### src/verilog/vff_pkg.sv
// constants for the output floor, feedback ratio and turn-on threshold command registers
package vff_pkg;
	localparam logic [7:0]  VFF_CMD_RATIO     = 8'h29;
	localparam logic [7:0]  VFF_CMD_FLOOR     = 8'h2B;
	localparam logic [7:0]  VFF_CMD_INPUT_TURN_ON_THRESHOLD    = 8'h35;
	localparam logic [4:0]  VFF_EXP_QUARTER   = 5'h1E;
	localparam logic [2:0]  VFF_RATIO_ONE     = 3'h4;
	localparam logic [2:0]  VFF_RATIO_HALF    = 3'h2;
	localparam logic [2:0]  VFF_RATIO_QUARTER = 3'h1;
	localparam logic [11:0] VFF_MIN_LO_ONE    = 12'h0B3;
	localparam logic [11:0] VFF_MIN_HI_ONE    = 12'h300;
	localparam logic [11:0] VFF_MIN_LO_HALF   = 12'h166;
	localparam logic [11:0] VFF_MIN_HI_HALF   = 12'h600;
	localparam logic [11:0] VFF_MIN_LO_QUART  = 12'h2CC;
	localparam logic [11:0] VFF_MIN_HI_QUART  = 12'hC00;
	localparam logic [10:0] VFF_INPUT_TURN_ON_THRESHOLD_LO     = 11'h011;
	localparam logic [10:0] VFF_INPUT_TURN_ON_THRESHOLD_HI     = 11'h01F;
	localparam logic [3:0]  VFF_INPUT_TURN_ON_THRESHOLD_RST    = 4'h2;
	localparam logic [6:0]  VFF_INPUT_TURN_ON_THRESHOLD_FIXED  = 7'h01;
	localparam int          VFF_RATIO_SHIFT   = 2;
	localparam logic [5:0]  VFF_SHIFT_MAX     = 6'h0F;
endpackage : vff_pkg

### src/verilog/vff_config_regs.sv
// feedback ratio, output floor and turn-on threshold command registers with floor clamp
`timescale 1ns/100ps
module vff_config_regs
	import vff_pkg::*;
(
	input  wire logic        i_ref_clk,
	input  wire logic        i_srst,
	input  wire logic        i_cmd_wr,
	input  wire logic        i_cmd_rd,
	input  wire logic [7:0]  i_cmd_code,
	input  wire logic [15:0] i_cmd_wdata,
	output logic      [15:0] o_cmd_rdata,
	output logic             o_cmd_ack,
	output logic             o_cmd_nack,
	input  wire logic        i_loop_slave,
	input  wire logic        i_output_on,
	input  wire logic        i_target_change,
	input  wire logic [15:0] i_target_ref,
	input  wire logic [15:0] i_max_ref,
	input  wire logic [10:0] i_vin_off_mant,
	input  wire logic        i_store_all,
	output logic      [15:0] o_ref_mant,
	output logic      [15:0] o_floor_ref,
	output logic             o_clamp_other_set,
	output logic             o_clamp_vfw_set,
	output logic             o_clamp_maxmin_set,
	output logic             o_cml_set,
	output logic             o_ivd_set,
	output logic             o_ivc_set,
	output logic             o_alert_set,
	output logic             o_nvm_store,
	output logic      [15:0] o_nvm_input_turn_on_threshold
);
	logic [2:0]  ratio_r;
	logic [11:0] floor_r;
	logic [3:0]  input_turn_on_threshold_r;
	logic        on_d_r;
	logic        check_r;
	logic [15:0] ref_r;
	logic [15:0] rdata_r;
	logic        ack_r;
	logic        nack_r;
	logic        other_r;
	logic        ivd_r;
	logic        ivc_r;
	logic        nvm_r;
	logic [15:0] nvm_data_r;

	// range of the floor mantissa for the ratio in force
	wire logic [11:0] min_lo_w = (ratio_r == VFF_RATIO_HALF)    ? VFF_MIN_LO_HALF :
	                             (ratio_r == VFF_RATIO_QUARTER) ? VFF_MIN_LO_QUART : VFF_MIN_LO_ONE;
	wire logic [11:0] min_hi_w = (ratio_r == VFF_RATIO_HALF)    ? VFF_MIN_HI_HALF :
	                             (ratio_r == VFF_RATIO_QUARTER) ? VFF_MIN_HI_QUART : VFF_MIN_HI_ONE;

	// floor in reference units: mantissa times ratio mantissa, quarter steps
	wire logic [15:0] floor_prod_w = 16'(floor_r) * 16'(ratio_r);
	wire logic [15:0] floor_ref_w  = floor_prod_w >> VFF_RATIO_SHIFT;

	// command decode
	wire logic        on_rise_w  = i_output_on & ~on_d_r;
	wire logic        hit_ratio  = i_cmd_code == VFF_CMD_RATIO;
	wire logic        hit_floor  = i_cmd_code == VFF_CMD_FLOOR;
	wire logic        hit_input_turn_on_threshold = i_cmd_code == VFF_CMD_INPUT_TURN_ON_THRESHOLD;
	wire logic        req_w      = i_cmd_wr | i_cmd_rd;
	wire logic        slave_ref_w = req_w & hit_floor & i_loop_slave;
	wire logic        unmapped_w = req_w & ~(hit_ratio | hit_floor | hit_input_turn_on_threshold);

	// ratio write: only the three legal mantissas pass
	wire logic [10:0] wr_mant_w   = i_cmd_wdata[10:0];
	wire logic        ratio_ok_w  = (wr_mant_w == 11'(VFF_RATIO_ONE)) | (wr_mant_w == 11'(VFF_RATIO_HALF)) |
	                                (wr_mant_w == 11'(VFF_RATIO_QUARTER));
	wire logic        ratio_wr_w  = i_cmd_wr & hit_ratio;
	wire logic        ratio_new_w = ratio_wr_w & ratio_ok_w;
	wire logic [11:0] ratio_def_w = (wr_mant_w[2:0] == VFF_RATIO_HALF)    ? VFF_MIN_LO_HALF :
	                                (wr_mant_w[2:0] == VFF_RATIO_QUARTER) ? VFF_MIN_LO_QUART : VFF_MIN_LO_ONE;

	// floor write: low twelve bits only, checked against the ratio range
	wire logic        floor_wr_w  = i_cmd_wr & hit_floor & ~i_loop_slave;
	wire logic [11:0] floor_in_w  = i_cmd_wdata[11:0];
	wire logic        floor_ok_w  = (floor_in_w >= min_lo_w) & (floor_in_w <= min_hi_w);
	wire logic        floor_new_w = floor_wr_w & floor_ok_w;

	// turn-on write: linear word turned into quarter-volt units with round-half-up
	wire logic signed [4:0]  wr_exp_w  = signed'(i_cmd_wdata[15:11]);
	wire logic signed [10:0] wr_sman_w = signed'(i_cmd_wdata[10:0]);
	wire logic signed [6:0]  up_sh_w   = 7'(wr_exp_w) + 7'sd2;
	wire logic [5:0]  dn_sh_w  = (up_sh_w < 0) ? 6'(-up_sh_w) : 6'h00;
	wire logic [5:0]  dn_lim_w = (dn_sh_w > VFF_SHIFT_MAX) ? VFF_SHIFT_MAX : dn_sh_w;
	wire logic [5:0]  up_lim_w = (up_sh_w > 7'(VFF_SHIFT_MAX)) ? VFF_SHIFT_MAX :
	                             ((up_sh_w > 0) ? 6'(up_sh_w) : 6'h00);
	wire logic signed [31:0] man_ext_w = 32'(wr_sman_w);
	wire logic signed [31:0] half_w    = (dn_lim_w == 6'h00) ? 32'sd0 : (32'sd1 <<< (dn_lim_w - 6'h01));
	wire logic signed [31:0] quart_w   = (up_sh_w < 0) ? ((man_ext_w + half_w) >>> dn_lim_w)
	                                                   : (man_ext_w <<< up_lim_w);
	wire logic        vin_rng_ok_w = (quart_w >= 32'(VFF_INPUT_TURN_ON_THRESHOLD_LO)) & (quart_w <= 32'(VFF_INPUT_TURN_ON_THRESHOLD_HI));
	wire logic        vin_ord_ok_w = quart_w > 32'(i_vin_off_mant);
	wire logic        vin_wr_w     = i_cmd_wr & hit_input_turn_on_threshold;
	wire logic        vin_new_w    = vin_wr_w & vin_rng_ok_w & vin_ord_ok_w;
	wire logic        vin_bad_w    = vin_wr_w & ~(vin_rng_ok_w & vin_ord_ok_w);

	// any rejected data write raises the invalid-data pulse
	wire logic        bad_data_w = (ratio_wr_w & ~ratio_ok_w) |
	                               (floor_wr_w & ~floor_ok_w) |
	                               vin_bad_w;

	// read-back words with fixed fields
	wire logic [15:0] ratio_word_w  = {VFF_EXP_QUARTER, 8'h00, ratio_r};
	wire logic [15:0] floor_word_w  = {4'h0, floor_r};
	wire logic [15:0] input_turn_on_threshold_word_w = {VFF_EXP_QUARTER, VFF_INPUT_TURN_ON_THRESHOLD_FIXED, input_turn_on_threshold_r};
	wire logic [15:0] rd_mux_w      = hit_ratio ? ratio_word_w :
	                                  hit_floor ? floor_word_w :
	                                  input_turn_on_threshold_word_w;

	// clamp decision; maximum dominates a floor above it
	wire logic        max_wins_w  = i_max_ref < floor_ref_w;
	wire logic        below_w     = i_target_ref < floor_ref_w;
	wire logic        clamp_w     = check_r & i_output_on & below_w & ~max_wins_w;
	wire logic [15:0] ref_nxt     = max_wins_w ? i_max_ref :
	                                below_w    ? floor_ref_w :
	                                i_target_ref;
	wire logic        check_nxt   = i_target_change | ratio_new_w |
	                                floor_new_w | on_rise_w;

	// bus answer and register load terms
	// an out-of-range floor found at switch-on is reloaded to the ratio minimum
	wire logic        floor_fix_w = on_rise_w &
	                                ((floor_r < min_lo_w) | (floor_r > min_hi_w));
	wire logic [15:0] ref_sel_w   = i_output_on ? ref_nxt : i_target_ref;
	wire logic        refused_w   = slave_ref_w | unmapped_w;
	wire logic [15:0] rdata_nxt   = (i_cmd_rd & ~refused_w) ?
	                                rd_mux_w : 16'h0000;
	wire logic        ack_nxt     = req_w & ~refused_w;

	// ratio changes only on a legal mantissa
	always_ff @(posedge i_ref_clk)
	begin
		if (i_srst)
			ratio_r <= VFF_RATIO_ONE;
		else if (ratio_new_w)
			ratio_r <= wr_mant_w[2:0];
	end

	// a legal ratio write reloads the floor, since the old mantissa may fall outside the new range
	always_ff @(posedge i_ref_clk)
	begin
		if (i_srst)
			floor_r <= VFF_MIN_LO_ONE;
		else if (ratio_new_w)
			floor_r <= ratio_def_w;
		else if (floor_fix_w)
			floor_r <= min_lo_w;
		else if (floor_new_w)
			floor_r <= floor_in_w;
	end

	// turn-on mantissa keeps only its four writable bits
	always_ff @(posedge i_ref_clk)
	begin
		if (i_srst)
			input_turn_on_threshold_r <= VFF_INPUT_TURN_ON_THRESHOLD_RST;
		else if (vin_new_w)
			input_turn_on_threshold_r <= quart_w[3:0];
	end

	// previous output-on level for switch-on detection
	always_ff @(posedge i_ref_clk)
	begin
		if (i_srst)
			on_d_r <= 1'b0;
		else
			on_d_r <= i_output_on;
	end

	// a check is pending right after reset so ref starts from the target
	always_ff @(posedge i_ref_clk)
	begin
		if (i_srst)
			check_r <= 1'b1;
		else
			check_r <= check_nxt;
	end

	// ref loads only in a cycle with a check pending: after reset, a target change, an accepted ratio or floor write, or switch-on
	always_ff @(posedge i_ref_clk)
	begin
		if (i_srst)
			ref_r <= 16'h0000;
		else if (check_r)
			ref_r <= ref_sel_w;
	end

	// read word is zero outside the ack cycle
	always_ff @(posedge i_ref_clk)
	begin
		if (i_srst)
			rdata_r <= 16'h0000;
		else
			rdata_r <= rdata_nxt;
	end

	// writes are acked even when their data is rejected
	always_ff @(posedge i_ref_clk)
	begin
		if (i_srst)
			ack_r <= 1'b0;
		else
			ack_r <= ack_nxt;
	end

	// refused access: unmapped code or floor while loop slave
	always_ff @(posedge i_ref_clk)
	begin
		if (i_srst)
			nack_r <= 1'b0;
		else
			nack_r <= refused_w;
	end

	// flag pulses last one cycle; sticky status bits live outside
	always_ff @(posedge i_ref_clk)
	begin
		if (i_srst)
			other_r <= 1'b0;
		else
			other_r <= clamp_w;
	end

	// invalid data pulse
	always_ff @(posedge i_ref_clk)
	begin
		if (i_srst)
			ivd_r <= 1'b0;
		else
			ivd_r <= bad_data_w;
	end

	// invalid command pulse
	always_ff @(posedge i_ref_clk)
	begin
		if (i_srst)
			ivc_r <= 1'b0;
		else
			ivc_r <= refused_w;
	end

	// store strobe one cycle after the store-all command
	always_ff @(posedge i_ref_clk)
	begin
		if (i_srst)
			nvm_r <= 1'b0;
		else
			nvm_r <= i_store_all;
	end

	// stored word resampled every cycle from the turn-on read word
	always_ff @(posedge i_ref_clk)
	begin
		if (i_srst)
			nvm_data_r <= 16'h0000;
		else
			nvm_data_r <= input_turn_on_threshold_word_w;
	end

	// outputs straight from flip-flops, except the floor in reference units and the ORed alert
	assign o_cmd_rdata        = rdata_r;
	assign o_cmd_ack          = ack_r;
	assign o_cmd_nack         = nack_r;
	assign o_ref_mant         = ref_r;
	assign o_floor_ref        = floor_ref_w;
	assign o_clamp_other_set  = other_r;
	assign o_clamp_vfw_set    = other_r;
	assign o_clamp_maxmin_set = other_r;
	assign o_cml_set          = ivd_r;
	assign o_ivd_set          = ivd_r;
	assign o_ivc_set          = ivc_r;
	assign o_alert_set        = other_r | ivd_r | ivc_r;
	assign o_nvm_store        = nvm_r;
	assign o_nvm_input_turn_on_threshold       = nvm_data_r;
endmodule : vff_config_regs

### config.mk
export PLATFORM = sky130hd
export DESIGN_NAME = vff_config_regs
export DESIGN_NICKNAME = d
export VERILOG_FILES = /design/src/verilog/vff_pkg.sv /design/src/verilog/vff_config_regs.sv
export SDC_FILE = /design/constraint.sdc
export NUM_CORES = 1
export LEC_CHECK = 0
export BUFFER_PORTS_ARGS = -buffer_cell sky130_fd_sc_hd__buf_2
export CAP_MARGIN = 20
export CORE_MARGIN = 5
export CORE_UTILIZATION = 55
export CTS_CLUSTER_SIZE = 14
export DETAILED_ROUTE_END_ITERATION = 16
export PLACE_DENSITY = 0.82
export SLEW_MARGIN = 40
export SYNTH_ARGS = -nofsm -noshare
export SYNTH_HDL_FRONTEND = slang
export SYNTH_SLANG_ARGS = --single-unit
### constraint.sdc
create_clock -name i_ref_clk -period 18.3 [get_ports i_ref_clk]
set_input_delay 3.66 -clock i_ref_clk [delete_from_list [all_inputs] [get_ports i_ref_clk]]
set_output_delay 3.66 -clock i_ref_clk [all_outputs]
set_load 0.005 [all_outputs]
==> results.json <==
{
  "status": "finished clean",
  "grt.overflow.total": 0,
  "cts-htree-levels": 3,
  "grt_pass1_wl_um": 53700,
  "p_leak_nw": 4.94,
  "synth_top_area_frac": 0.139,
  "routed-wl-met2_um": 14800,
  "synth_adder_area_share": 0.163,
  "cp-startpoint": "i_cmd_wdata[12]",
  "start_util": 0.557,
  "topRoutingLayerUsed": "met4",
  "required_ns": 18.52,
  "finalHoldViolCount": 0,
  "setup_violations": 0,
  "synthesis.area_um2": 10000,
  "final_cells": 1703,
  "wire_per_inst_um": 20.0,
  "dpl.cell_count": 1686,
  "layout.nets": 1667,
  "drc": 0,
  "synthCells": 1379,
  "worstReg2RegStart": "ratio_r[2]",
  "dieArea_um2": 21000,
  "dr_wl_met3_um": 4020,
  "ys_async_sr_fraction": 0,
  "num_rows": 49,
  "power.total_mw": 0.623,
  "yosysTopAreaCell": "ha_1",
  "hold_class": "reg -> reg",
  "synth_compound_area_frac": 0.291,
  "grt_start_max_net_pins": 36,
  "drive_gt1_frac": 0.152,
  "maxSlewHeadroom": 0.450,
  "powerDensity_nw_per_um2": 56.8,
  "rsz0062_at_grt": "no",
  "drt_pass1_iterations": 6,
  "areaGrowthSynthToFinish_pct": 9.77,
  "synth_common_cells": "nand2_1, nor2_1, ha_1",
  "maxSlewViolCount": 0,
  "min_period_ns": 11.56,
  "cts_sinks": 60,
  "ctsHoldBuffers": 0,
  "die_h_um": 145,
  "routed_wl_um": 34100,
  "synth-edff-count": 0,
  "post_cts_buffers": 0,
  "globalplace.congestion": 1.07,
  "hpwl_um": 26800,
  "synthFlopType": "dfxtp_1",
  "ir_drop_mv": 0.0517,
  "cts_tree": "done",
  "synth_area_per_cell_um2": 7.25,
  "synth_mux_area_frac": 0.0444,
  "worstSkewPairLatency_ns": 0.33,
  "boundaryPins": 149,
  "synthXorXnorAreaFrac": 0.0294,
  "hp-start": "o_ref_mant[14]",
  "num-fill-cells": 1632,
  "first_global_vias": 10400,
  "arrival_ns": 11.77,
  "skew_ns": 0.00324,
  "chipWidth_um": 145,
  "multi_input_area_um2": 8160,
  "worstSetupStartpointType": "primary input",
  "cap_violations": 0,
  "track_usage": 0.315,
  "synthSimpleGateAreaFrac": 0.277,
  "cts_max_path_buffers": 2,
  "cp_slowest_cell": "o21a_1",
  "path_max_fanout": 18,
  "synth_top_family_by_area": "compound AO/OA/AOI/OAI gates",
  "drt_iter0_markers": 1356,
  "tightest_slew_ns": 0.818,
  "n_antenna_cell": 0,
  "cts_resized": 0,
  "core_area_um2": 18000,
  "antenna_found_initial": 0,
  "regArea_um2": 1200,
  "ant_nets": 0,
  "setup_tns_ns": 0,
  "ys_types": 106,
  "final_util": 0.611,
  "yosysSeqAreaShare": 0.120,
  "synth_area_leaders": "ha_1, dfxtp_1, nand2_1",
  "worst-setup-path-type": "in -> reg",
  "vias": 11300,
  "clock_tree.root_cell": "clkbuf_16",
  "routed_via_density": 6.63,
  "cts_inserted_buffers": 9,
  "yosysWarningCount": 0,
  "critPathMaxStageDelay_ns": 0.71,
  "period_share": 0.632,
  "clk_pin_slew_ns": 0.05,
  "numPortBuffers": 138,
  "end_kind": "register",
  "wl_met1_um": 14100,
  "post-synth-top-count-cell": "nand2_1",
  "synth_seq_cells": 60,
  "fmax_mhz": 86.5
}
[worst max-delay path: cells and delay by family]
| kind | cells | cell delay (ns) |
|---|---|---|
| AOI/OAI and AO/OA | 16 | 4.37 |
| buffers and inverters | 1 | 0.16 |
| and+or+nand+nor | 8 | 1.97 |
| muxes | 1 | 0.34 |
| xor gates and xnor gates | 1 | 0.40 |
| adders and majority gates | 3 | 0.84 |
[through the flow]
stage               worst slack [ns]  hold WS [ns]  area [um^2]
floorplan                       8.55         0.428        10100
global placement                6.93         0.452        10600
detailed placement              6.76         0.455        10700
CTS                             7.05         0.465        11000
global route                    6.24         0.484        11000
finish                          6.74         0.466        11000
[layout by cell type, fill, tap and decap left out, drive strengths merged, types with 11 or more instances in the layout]
cell,synthesis,layout
fa,12,12
dfxtp,60,60
o31ai,11,11
ha,111,111
o21ai,69,69
mux2i,35,35
a31oi,15,15
a21o,29,29
a21oi,102,102
nor3,63,63
xnor2,21,21
conb,1,26
buf,50,148
nand3,33,33
a211oi,23,23
o221ai,14,14
a221oi,24,24
o211ai,20,20
nand2b,19,19
nor2,148,148
nand2,152,152
inv,67,67
nor2b,18,18
nor4,11,11
and2,32,32
nand4,18,18
o21a,15,15
[state kept, by name, summed over array words and instances (netlist names), 3 cells and up]
signal                         flops
o_ref_mant                        16
floor_r                           12
o_nvm_input_turn_on_threshold      5
o_cmd_rdata                       13
ratio_r                            3
input_turn_on_threshold_r          4
[cell families (layout without fill, tap and decap cells)]
logic type / after synthesis / after routing
AND/OR/NAND/NOR: 549 / 549
AO/OA/AOI/OAI: 412 / 412
buffers and inverters: 161 / 231
adder cells (fa/ha/maj): 123 / 123
flip-flops: 60 / 60
multiplexers: 42 / 42
XOR/XNOR: 31 / 31
other: 1 / 26
[layout make-up]
| class | instances | share of cell area |
|---|---|---|
| clock buffer | 9 | 0.0205 |
| clock inverter | 7 | 0.00832 |
| inverter | 67 | 0.0229 |
| multi-input combinational | 1183 | 0.743 |
| sequential | 60 | 0.110 |
| tap | 229 | 0.0261 |
| timing repair buffer | 148 | 0.0697 |
[power by group]
| group | total [mW] | internal [mW] | switching [mW] | leakage [nW] |
|---|---|---|---|---|
| registers | 0.146 | 0.137 | 0.00868 | 0.490 |
| clock network | 0.180 | 0.118 | 0.0613 | 0.155 |
| logic | 0.298 | 0.112 | 0.186 | 4.29 |
| total | 0.623 | 0.367 | 0.256 | 4.94 |
[worst paths after layout]
check                                 end  slack, ns  cells past startpoint
max          input_turn_on_threshold_r[3]       6.74                     30
min                        o_ref_mant[14]       0.47                      2
max reg2reg                 o_ref_mant[1]      12.36                     26
min reg2reg                o_ref_mant[14]       0.47                      2
[per-layer routing]
layer / vias to the layer above / GRT usage
met4: 0 / 0.109
met2: 728 / 0.497
li1: 5236 / -
met1: 5214 / 0.430
met3: 117 / 0.0595
met5: - / 0
No activity file was read; power rests on OpenSTA's default activity.
